File: src/verilog/pnp_pkg.sv
`default_nettype none
// ==========================================================
// Shared constants and carriers for the port 4 block
package pnp_pkg;
    // Register byte offsets
    localparam logic [7:0] PNP_OFF_DIR    = 8'h00;
    localparam logic [7:0] PNP_OFF_DATA   = 8'h04;
    localparam logic [7:0] PNP_OFF_PULLUP = 8'h08;
    localparam logic [7:0] PNP_OFF_NCE    = 8'h0C;
    localparam logic [7:0] PNP_OFF_NCMC   = 8'h10;
    localparam logic [7:0] PNP_OFF_NCCS   = 8'h14;
    localparam logic [7:0] PNP_OFF_CTRL   = 8'h18;
    // Reset values
    localparam logic [7:0] PNP_DIR_RST_M1 = 8'h40;
    localparam logic [7:0] PNP_DIR_RST_M23 = 8'h00;
    localparam logic [7:0] PNP_ZERO8      = 8'h00;
    // Field positions
    localparam int         PNP_PULLUP_LO  = 3;
    localparam int         PNP_PULLUP_HI  = 5;
    localparam int         PNP_NCCS_W     = 3;
    localparam int         PNP_CTRL_W     = 5;
    // Operating mode code with the external bus forced on
    localparam logic [1:0] PNP_MODE1      = 2'h1;
    // Prescaler width and shift per sample-cycle code (divide by 2**shift)
    localparam int         PNP_PRESC_W    = 18;
    localparam logic [7:0][4:0] PNP_DIV_SHIFT = {5'h12, 5'h11, 5'h10, 5'h0F,
                                                 5'h0E, 5'h0D, 5'h05, 5'h01};
    localparam logic [1:0] PNP_HTRANS_NSEQ = 2'h2;

    // Pin-function control bits, highest bit first (ext_bus_enable is bit 0)
    typedef struct packed {
        logic strobe_select;
        logic sub_clock_in_en;
        logic i2c_enable;
        logic bus_hold_select;
        logic ext_bus_enable;
    } pnp_ctrl_t;

    // Bus strobes from the bus controller, all active low
    typedef struct packed {
        logic address_strobe_n;
        logic io_select_strobe_n;
        logic write_strobe_n;
        logic read_strobe_n;
    } pnp_strobe_t;
endpackage
`default_nettype wire

File: src/verilog/pnp_port4.sv
// Contract
// - Pull-up on only for input pin with bit
// - Enable bit per pin turns canceller on
// - Filtered level stored only at sample ticks
// - Expected high: stable high stores one
// - Expected low: stable low stores zero
// - Cycle field selects divide 2 to 262144
// - Upper sample-cycle bits undefined, write zero
// - Pin 7 wait, I2C data or port
// - I2C data open-drain, port drives both
// - Pin 6 clock out, subclock or input
// - Pin 5 address or I/O strobe
// - Pin 4 write strobe in expanded mode
// - Pin 3 read strobe in expanded mode
// - Port read: data if output, else pin (the code also reads the data register for noise-cancelled inputs)
// - Direction resets 0x40 mode 1, else 0x00
//
// Local design decisions: the placing of the registers and the AHB-Lite slave port.
`timescale 1ns/10ps
`default_nettype none
module pnp_port4 #(
    parameter int PRESC_W = pnp_pkg::PNP_PRESC_W
) (
    // Clock and reset
    input  wire logic                hclk,
    input  wire logic                hresetn,
    // AHB-Lite slave
    input  wire logic                hsel,
    input  wire logic [31:0]         haddr,
    input  wire logic [1:0]          htrans,
    input  wire logic                hwrite,
    input  wire logic [2:0]          hsize,
    input  wire logic [31:0]         hwdata,
    input  wire logic                hready,
    output logic                     hreadyout,
    output logic                     hresp,
    output logic [31:0]              hrdata,
    // Chip-level strap and peripheral signals
    input  wire logic [1:0]          op_mode,
    input  wire pnp_pkg::pnp_strobe_t bus_strobe,
    input  wire logic                i2c_drive_low,
    // Pads
    input  wire logic [7:0]          pin_in,
    output logic [7:0]               pin_out,
    output logic [7:0]               pin_oe_n,
    output logic [7:0]               pullup_on,
    output logic                     clk_out_en,
    // Pin levels handed to peripherals
    output logic                     bus_wait_n,
    output logic                     i2c_data_in,
    output logic                     sub_clock_in
);
    import pnp_pkg::*;

    // ==========================================================
    // Parameter check
    // Refused at elaboration: a narrower counter cannot reach the slowest rate
    if (PRESC_W != PNP_PRESC_W) begin : g_presc_chk
        $error("pnp_port4: PRESC_W must equal the widest divider shift");
    end

    // ==========================================================
    // State
    typedef struct packed {
        logic [7:0]         sync1;
        logic [7:0]         sync2;
        logic [7:0]         sync3;
        logic [7:0]         pin_f;
        logic [PRESC_W-1:0] presc;
        logic [7:0]         nc_prev;
        logic [7:0]         direction_reg;
        logic [7:0]         port_data_reg;
        logic [2:0]         pullup_control;
        logic [7:0]         noise_cancel_enable;
        logic [7:0]         noise_expected_level;
        logic [2:0]         noise_sample_cycle;
        pnp_ctrl_t          ctrl;
        logic               init_done;
        logic               wr_pend;
        logic [7:0]         wr_addr;
        logic [31:0]        rdata;
        logic [7:0]         pin_out;
        logic [7:0]         pin_oe_n;
        logic [7:0]         pullup_on;
        logic               clk_out_en;
        logic               bus_wait_n;
        logic               i2c_data_in;
        logic               sub_clock_in;
    } pnp_state_t;

    pnp_state_t st_r;
    pnp_state_t st_nxt;

    logic               ext_bus;
    logic               tick;
    logic [PRESC_W-1:0] tick_mask;
    logic [7:0]         stable_m;
    logic [7:0]         nc_upd;
    logic [7:0]         port_view;
    logic               bus_acc;

    // ==========================================================
    // Shared helpers
    // Mode 1 always runs the external bus; modes 2 and 3 take it from software
    assign ext_bus   = (op_mode == PNP_MODE1) | st_r.ctrl.ext_bus_enable;
    // One prescaler for all pins; the mask follows the field at once, so a
    // rewrite may give one short or long first interval
    assign tick_mask = ~({PRESC_W{1'b1}} << PNP_DIV_SHIFT[st_r.noise_sample_cycle]);
    assign tick      = (st_r.presc & tick_mask) == tick_mask;
    // Stable means this tick's level equals the previous tick's
    assign stable_m  = ~(st_r.pin_f ^ st_r.nc_prev);
    // The stored bit is the stable level itself: equal to the expected
    // level when that is seen, the other value otherwise
    assign nc_upd    = tick ? (st_r.noise_cancel_enable & stable_m) : PNP_ZERO8;
    // Filtered pins read from the data register, like outputs
    assign port_view = ((st_r.direction_reg | st_r.noise_cancel_enable) & st_r.port_data_reg)
                     | (~(st_r.direction_reg | st_r.noise_cancel_enable) & st_r.pin_f);
    // Only NONSEQ starts a transfer; IDLE and BUSY slots are ignored
    assign bus_acc   = hsel & hready & (htrans == PNP_HTRANS_NSEQ);

    // ==========================================================
    // Next state
    always_comb begin
        st_nxt = st_r;
        // Three-stage synchroniser; a change counts when stages 2 and 3 agree
        st_nxt.sync1 = pin_in;
        st_nxt.sync2 = st_r.sync1;
        st_nxt.sync3 = st_r.sync2;
        st_nxt.pin_f = (st_r.sync2 & st_r.sync3) | (st_r.pin_f & (st_r.sync2 | st_r.sync3));
        st_nxt.presc = st_r.presc + 1'b1;
        // Noise canceller sampling
        if (tick) begin
            st_nxt.nc_prev = st_r.pin_f;
        end
        st_nxt.port_data_reg = (st_r.port_data_reg & ~nc_upd) | (st_r.pin_f & nc_upd);
        // Strap caught on the first edge after reset release
        if (!st_r.init_done) begin
            st_nxt.init_done     = 1'b1;
            st_nxt.direction_reg = (op_mode == PNP_MODE1) ? PNP_DIR_RST_M1 : PNP_DIR_RST_M23;
        end
        // Data phase of a write; the canceller wins a bit it updates now
        if (st_r.wr_pend) begin
            if (st_r.wr_addr == PNP_OFF_DIR) begin
                st_nxt.direction_reg = hwdata[7:0];
            end else if (st_r.wr_addr == PNP_OFF_DATA) begin
                st_nxt.port_data_reg = (hwdata[7:0] & ~nc_upd) | (st_r.pin_f & nc_upd);
            end else if (st_r.wr_addr == PNP_OFF_PULLUP) begin
                st_nxt.pullup_control = hwdata[PNP_PULLUP_HI:PNP_PULLUP_LO];
            end else if (st_r.wr_addr == PNP_OFF_NCE) begin
                st_nxt.noise_cancel_enable = hwdata[7:0];
            end else if (st_r.wr_addr == PNP_OFF_NCMC) begin
                st_nxt.noise_expected_level = hwdata[7:0];
            end else if (st_r.wr_addr == PNP_OFF_NCCS) begin
                st_nxt.noise_sample_cycle = hwdata[PNP_NCCS_W-1:0];
            end else if (st_r.wr_addr == PNP_OFF_CTRL) begin
                st_nxt.ctrl = pnp_ctrl_t'(hwdata[PNP_CTRL_W-1:0]);
            end
        end
        // Address phase; read data is fetched now so it leaves a flop
        st_nxt.wr_pend = bus_acc & hwrite;
        if (bus_acc) begin
            st_nxt.wr_addr = haddr[7:0];
            if (!hwrite) begin
                st_nxt.rdata = 32'h0000_0000;
                if (haddr[7:0] == PNP_OFF_DIR) begin
                    st_nxt.rdata[7:0] = st_r.direction_reg;
                end else if (haddr[7:0] == PNP_OFF_DATA) begin
                    st_nxt.rdata[7:0] = port_view;
                end else if (haddr[7:0] == PNP_OFF_PULLUP) begin
                    st_nxt.rdata[PNP_PULLUP_HI:PNP_PULLUP_LO] = st_r.pullup_control;
                end else if (haddr[7:0] == PNP_OFF_NCE) begin
                    st_nxt.rdata[7:0] = st_r.noise_cancel_enable;
                end else if (haddr[7:0] == PNP_OFF_NCMC) begin
                    st_nxt.rdata[7:0] = st_r.noise_expected_level;
                end else if (haddr[7:0] == PNP_OFF_NCCS) begin
                    st_nxt.rdata[PNP_NCCS_W-1:0] = st_r.noise_sample_cycle;
                end else if (haddr[7:0] == PNP_OFF_CTRL) begin
                    st_nxt.rdata[PNP_CTRL_W-1:0] = st_r.ctrl;
                end
            end
        end
        // Pull-ups only where the pin is a plain input
        st_nxt.pullup_on = PNP_ZERO8;
        st_nxt.pullup_on[PNP_PULLUP_HI:PNP_PULLUP_LO] = st_r.pullup_control
            & ~st_r.direction_reg[PNP_PULLUP_HI:PNP_PULLUP_LO] & {3{~ext_bus}};
        // Default pin functions: plain port per direction bit
        st_nxt.pin_out  = st_r.port_data_reg;
        st_nxt.pin_oe_n = ~st_r.direction_reg;
        st_nxt.bus_wait_n   = 1'b1;
        st_nxt.i2c_data_in  = 1'b1;
        // Pin 7: wait input, I2C data or port
        if (ext_bus && st_r.ctrl.bus_hold_select) begin
            st_nxt.pin_oe_n[7] = 1'b1;
            st_nxt.bus_wait_n  = st_r.pin_f[7];
        end else if (st_r.ctrl.i2c_enable) begin
            // Open-drain: drive only a low, release otherwise
            st_nxt.pin_out[7]  = 1'b0;
            st_nxt.pin_oe_n[7] = ~i2c_drive_low;
            st_nxt.i2c_data_in = st_r.pin_f[7];
        end
        // Pin 6: clock out selected here, the pad mux uses clk_out_en
        st_nxt.clk_out_en   = st_r.direction_reg[6];
        st_nxt.pin_out[6]   = 1'b0;
        st_nxt.sub_clock_in = ~st_r.direction_reg[6] & st_r.ctrl.sub_clock_in_en
                            & st_r.pin_f[6];
        // Pins 5 to 3 carry the bus strobes while the bus is on
        if (ext_bus) begin
            st_nxt.pin_out[5] = st_r.ctrl.strobe_select ? bus_strobe.io_select_strobe_n
                                                        : bus_strobe.address_strobe_n;
            st_nxt.pin_out[4] = bus_strobe.write_strobe_n;
            st_nxt.pin_out[3] = bus_strobe.read_strobe_n;
            st_nxt.pin_oe_n[5:3] = 3'h0;
        end
    end

    // ==========================================================
    // State register
    always_ff @(posedge hclk or negedge hresetn) begin
        if (!hresetn) begin
            st_r          <= '0;
            st_r.pin_oe_n <= 8'hFF;
            st_r.bus_wait_n  <= 1'b1;
            st_r.i2c_data_in <= 1'b1;
        end else begin
            st_r <= st_nxt;
        end
    end

    // Outputs straight from the state flops; zero-wait slave, always OKAY
    assign hreadyout    = 1'b1;
    assign hresp        = 1'b0;
    assign hrdata       = st_r.rdata;
    assign pin_out      = st_r.pin_out;
    assign pin_oe_n     = st_r.pin_oe_n;
    assign pullup_on    = st_r.pullup_on;
    assign clk_out_en   = st_r.clk_out_en;
    assign bus_wait_n   = st_r.bus_wait_n;
    assign i2c_data_in  = st_r.i2c_data_in;
    assign sub_clock_in = st_r.sub_clock_in;

    logic [2:0] pull_exp;
    logic       i2c_mode;
    logic       dr_wr;
    assign pull_exp = st_r.pullup_control & ~st_r.direction_reg[5:3] & {3{~ext_bus}};
    assign i2c_mode = !(ext_bus && st_r.ctrl.bus_hold_select) && st_r.ctrl.i2c_enable;
    assign dr_wr    = st_r.wr_pend && (st_r.wr_addr == PNP_OFF_DATA);
endmodule
`default_nettype wire

File: config.mk
export PLATFORM = sky130hd
export DESIGN_NAME = pnp_port4
export DESIGN_NICKNAME = d
export VERILOG_FILES = /design/src/verilog/pnp_pkg.sv /design/src/verilog/pnp_port4.sv
export SDC_FILE = /design/constraint.sdc
export NUM_CORES = 1
export LEC_CHECK = 0
export ABC_AREA = 1
export ABC_CLOCK_PERIOD_IN_PS = 1900
export BUFFER_PORTS_ARGS = -buffer_cell sky130_fd_sc_hd__buf_2
export CAP_MARGIN = 5
export CELL_PAD_IN_SITES_DETAIL_PLACEMENT = 1
export CELL_PAD_IN_SITES_GLOBAL_PLACEMENT = 2
export CORE_UTILIZATION = 30
export CTS_BUF_LIST = sky130_fd_sc_hd__clkbuf_4
export CTS_CLUSTER_SIZE = 12
export DETAILED_ROUTE_END_ITERATION = 6
export MAX_ROUTING_LAYER = met4
export PLACE_DENSITY = 0.81
export SETUP_SLACK_MARGIN = 0.02
export SLEW_MARGIN = 10
export SYNTH_ARGS = -nofsm -noshare
export SYNTH_HDL_FRONTEND = slang
export SYNTH_SLANG_ARGS = --single-unit
File: constraint.sdc
create_clock -name hclk -period 1.9 [get_ports hclk]
set_clock_uncertainty 0.15 [all_clocks]
set_input_delay 0.095 -clock hclk [delete_from_list [all_inputs] [get_ports hclk]]
set_output_delay 0.095 -clock hclk [all_outputs]
set_load 0.01 [all_outputs]
==> impl_table.tex <==
\begin{tabular}{lr}
\hline
Metric & Value \\
\hline
\multicolumn{2}{l}{\textbf{Run status}} \\
\quad Status & finished, violations left \\
\quad Violations in the final reports & DRC, setup timing \\
\multicolumn{2}{l}{\textbf{Clocking}} \\
\quad Buffer depth of the longest clock path & 2 \\
\quad Latest clock arrival within the worst-skew pair & 0.56 ns \\
\quad Buffer type at the clock tree root & sky130\_fd\_sc\_hd\_\_clkbuf\_4 \\
\quad Number of sinks driven by the clock tree & 141 \\
\quad Number of H-tree levels & 4 \\
\quad Clock transition at path regs & 0.13 ns \\
\quad Inserted Clock Buffers & 17 \\
\quad CTS tree & yes \\
\multicolumn{2}{l}{\textbf{Floorplanning}} \\
\quad DIE HEIGHT & 151 um \\
\quad Core region area & around 22000 sq um \\
\quad Ports & roughly 150 \\
\quad Area of the die & about 23000 sq um \\
\quad Die boundary width & 151 um \\
\quad Std cell rows & 54 \\
\quad Effective utilization at floorplan & 30.5\% \\
\multicolumn{2}{l}{\textbf{Place}} \\
\quad Post-detailed-placement half-perimeter wirelength & between 10000 and 15000 um \\
\quad Global placement routability congestion & between 0.7 and 0.8 \\
\quad Number of buffers inserted by port buffering & 67 \\
\quad Placed inst area & between 7000 and 8000 sq um \\
\multicolumn{2}{l}{\textbf{Synth}} \\
\quad Post-synth EDFFs & 0 \\
\quad Total standard cell area after synthesis & around 6600 sq um \\
\quad Total number of yosys warnings & 0 \\
\quad Most instantiated flip-flop cell in the synthesis netlist & sky130\_fd\_sc\_hd\_\_dfrtp\_1 \\
\quad Leading cell type by number of instances after synthesis & sky130\_fd\_sc\_hd\_\_nand2\_1 \\
\quad Post-synthesis sequential area ratio & 53.3\% \\
\quad Proportion of register bits with asynchronous set or reset after synthesis & between 90\% and 100\% \\
\quad Post-synth top area share & 49.3\% \\
\quad Cells after synthesis & 755 \\
\quad Distinct cells, synth & 43 \\
\quad Top cells by count, synth & sky130\_fd\_sc\_hd\_\_nand2\_1, sky130\_fd\_sc\_hd\_\_dfrtp\_1, sky130\_fd\_sc\_hd\_\_inv\_1, sky130\_fd\_sc\_hd\_\_o21ai\_0, sky130\_fd\_sc\_hd\_\_buf\_4 \\
\quad Flip-flop and latch count after synthesis & around 140 \\
\quad Cell types with the largest area share after synthesis & sky130\_fd\_sc\_hd\_\_dfrtp\_1, sky130\_fd\_sc\_hd\_\_nand2\_1, sky130\_fd\_sc\_hd\_\_buf\_4 \\
\quad Average footprint of a synthesized cell & 8.80 sq um \\
\quad Library cell occupying the most area in the post-synthesis netlist & sky130\_fd\_sc\_hd\_\_dfrtp\_1 \\
\multicolumn{2}{l}{\textbf{Drt}} \\
\quad ANT nets after route & 0 \\
\quad Total via count after detailed routing & 5393 \\
\quad Vias/cell & approximately 4.5 \\
\quad Length of the first detailed-routing pass in iterations & 6 \\
\quad Starting DRC count in detailed routing & 210 \\
\quad Post-detailed-routing wire length & 18200 um \\
\quad Routed wire per std cell & between 15 and 20 um \\
\quad Remaining design rule violation count & 1 \\
\multicolumn{2}{l}{\textbf{Power and ir drop}} \\
\quad Pwr/cell area & 715 nW/um\^{}2 \\
\quad Sw Ratio & between 20\% and 30\% \\
\quad Worst IR Drop VDD & between 0.3 and 0.4 mV \\
\quad Power share of the combinational group & 13.4\% \\
\quad Internal power consumption & 0.00434 W \\
\quad Static leakage power & 4.27 nW \\
\quad Power share of the clock group & 32.6\% \\
\quad Switching power summed over all nets & roughly 0.0018 W \\
\quad Part of the power in registers & 54.1\% \\
\multicolumn{2}{l}{\textbf{Finish}} \\
\quad Post-Route Utilization & 39.3\% \\
\quad Final cell area excluding filler cells & 8560 sq um \\
\quad Layout area overhead & 28.9\% \\
\quad Share of cells above drive strength 1 & 25.6\% \\
\quad \# nets final & approximately 1000 \\
\multicolumn{2}{l}{\textbf{Timing}} \\
\quad Maximum clock frequency & around 440 MHz \\
\quad Pins Over Slew Limit & 0 \\
\quad Minimum clock period after layout & 2.28 ns \\
\quad Hold Fails Final Rpt & 0 \\
\quad Worst-case headroom to the max-slew limit & 62.1\% \\
\quad RSZ-0062 raised after global routing & true \\
\quad Slew of the pin with the lowest slew margin & 0.568 ns \\
\quad Period utilization & 120\% \\
\quad Setup slack of the critical path after layout & -0.382 ns \\
\quad Total setup violations reported at the end of the flow & 16 \\
\quad TNS Setup & -5.21 ns \\
\multicolumn{2}{l}{\textbf{Critical path}} \\
\quad Largest stage delay on the critical path & 0.44 ns \\
\quad Critical Path Fanout Max & 8 \\
\quad Endpoint of the most critical setup path & st\_nxt[21] \\
\quad Launching instance or port of the critical path & st\_r[76] \\
\quad Crit path launch type & flop \\
\quad RR Startpoint & st\_r[76] \\
\quad Slowest cell on the critical path & sky130\_fd\_sc\_hd\_\_dfrtp\_1 \\
\quad Setup slack, reg-to-reg & -0.38 ns \\
\quad Worst endpoint required time & 2.22 ns \\
\quad Crit Reg-Reg Endpoint & st\_nxt[21] \\
\quad Crit path DAT & 2.60 ns \\
\quad CP Class & flop to flop \\
\quad Series of cell instances along the critical path & inv\_2 -> ha\_4 -> inv\_2 -> nand2\_2 -> nand2\_2 -> inv\_2 -> nand2\_2 -> nand3\_2 -> nand2\_1 -> nor2\_1 -> nand2\_1 -> nor2\_4 -> buf\_12 -> clkbuf\_16 -> nand3\_1 -> nand2\_1 -> inv\_1 \\
\quad Number of cells on the worst reg-to-reg path & 17 \\
\quad Critical path capture point type & flop \\
\multicolumn{2}{l}{\textbf{Global routing}} \\
\quad Overall track demand over capacity in global routing & between 10\% and 20\% \\
\quad First-pass GRT wire length & 29000 um \\
\quad Total overflow reported by the global router & 0 \\
\quad Vias in the first global route & 5492 \\
\quad Initial antenna violation count & 1 \\
\quad Largest net degree at the start of global routing & 40 \\
\multicolumn{2}{l}{\textbf{Hold path}} \\
\quad Hold Crit Class & input port to flop \\
\multicolumn{2}{l}{\textbf{Flow run}} \\
\quad \# Max-Cap Violations & 0 \\
\hline
\end{tabular}
[power by group through the flow]
stage	clock network, W	logic (W)	registers (W)
after global routing	0.00220	0.000927	0.00333
after detailed placement	0	0.000650	0.00336
final	0.00199	0.000818	0.00331
after global placement	0	0.000637	0.00336
after floorplan	0	0.000454	0.00332
after CTS	0.00209	0.000787	0.00331
[critical path, delay by kind of cell (launching register included)]
| family | cells | cell delay, ns |
|---|---|---|
| fa+ha+maj | 1 | 0.29 |
| buf+inv | 6 | 0.54 |
| flops | 1 | 0.44 |
| simple gates | 10 | 0.78 |
[worst min-delay path by stage]
| stage | to | cells after the start | startpoint |
|---|---|---|---|
| 2_1_floorplan | clk_out_en | 0 | hresetn |
| 3_3_place_gp | st_r[128] | 1 | hresetn |
| 3_5_place_dp | st_r[129] | 1 | hresetn |
| 4_1_cts | bus_wait_n | 6 | op_mode[0] |
| 5_1_grt | bus_wait_n | 6 | op_mode[0] |
| 6_report | bus_wait_n | 6 | op_mode[0] |
[sequential cells by signal, indices dropped and copies added, names as in the netlist]
| register | flops |
|---|---|
| clk_out_en | 1 |
| bus_wait_n | 1 |
| st_r | 91 |
| pin_oe_n | 8 |
| st_nxt | 20 |
| pin_out | 7 |
| pullup_on | 3 |
| i2c_data_in | 1 |
| sub_clock_in | 1 |
| hrdata | 8 |
[stage by stage]
step / power (W) / std cells / worst slack, ns / hold slack (ns)
2_1_floorplan: 0.00377 / 786 / -0.0870 / -0.351
3_3_place_gp: 0.00399 / 1101 / -0.258 / -0.131
3_5_place_dp: 0.00401 / 1101 / -0.288 / -0.133
4_1_cts: 0.00618 / 1195 / -0.300 / 0.0619
5_1_grt: 0.00646 / 1203 / -0.490 / 0.0944
6_report: 0.00612 / 1203 / -0.382 / 0.0691
[placed cells by master (no fill, tap or decap), drive strengths merged]
master and count:
nand2 175, dfrtp 131, buf 120, inv 92
o21ai 90, dlygate4sd3 55, nand3 48, nor2 45
conb 33, a21oi 24, clkbuf 21, xor2 13
dfstp 10, maj3 8, nor3 8, o31ai 6
nand4 6, clkinvlp 6, ha 5, a31oi 4
clkinv 3, diode 2, nor3b 2, xnor2 2
nand3b 2, and3 2, nor4 2, bufinv 2
or2 1, a21boi 1, o311ai 1, o211ai 1
a31o 1, o22ai 1
[cell type report]
class                           instances  area, sq um
Clock inverter                         13          141
Inverter                               90          340
Fill cell                            2616        13200
Clock buffer                           19          143
Multi-Input combinational cell        481         2600
Tap cell                              280          350
Sequential cell                       141         3540
Timing Repair Buffer                  177         1440
Antenna cell                            2         5.00
[repair_timing]
action / in CTS / in global routing
pin swaps: 7 / 14
hold endpoints to repair: 206 / 0
hold buffers: 56 / 0
resized for setup: 23 / 55
endpoints found under the setup margin: 22 / 33
setup buffers: 5 / 6
cloned: 1 / 2
[layer usage]
metal  vias up  wire length, um  GRT usage (%)
met5         -                0              -
met4         0              170           4.50
met3        11              499           3.19
met2        73             8750           27.2
met1      2669             8740           23.4
li1       2640                -              -
[cell families (layout without fill, tap and decap cells)]
| family | count (synthesis) | in the layout | synth area share (%) |
|---|---|---|---|
| AO/OA/AOI/OAI | 129 | 129 | 10.4 |
| XOR/XNOR | 15 | 15 | 1.98 |
| adder cells (fa/ha/maj) | 13 | 13 | 2.15 |
| buffers and inverters | 164 | 299 | 13.1 |
| flip-flops | 141 | 141 | 53.3 |
| other | 2 | 35 | 0.113 |
| AND/OR/NAND/NOR | 291 | 291 | 19.0 |
Note: power is estimated with default switching activity, not from simulation.
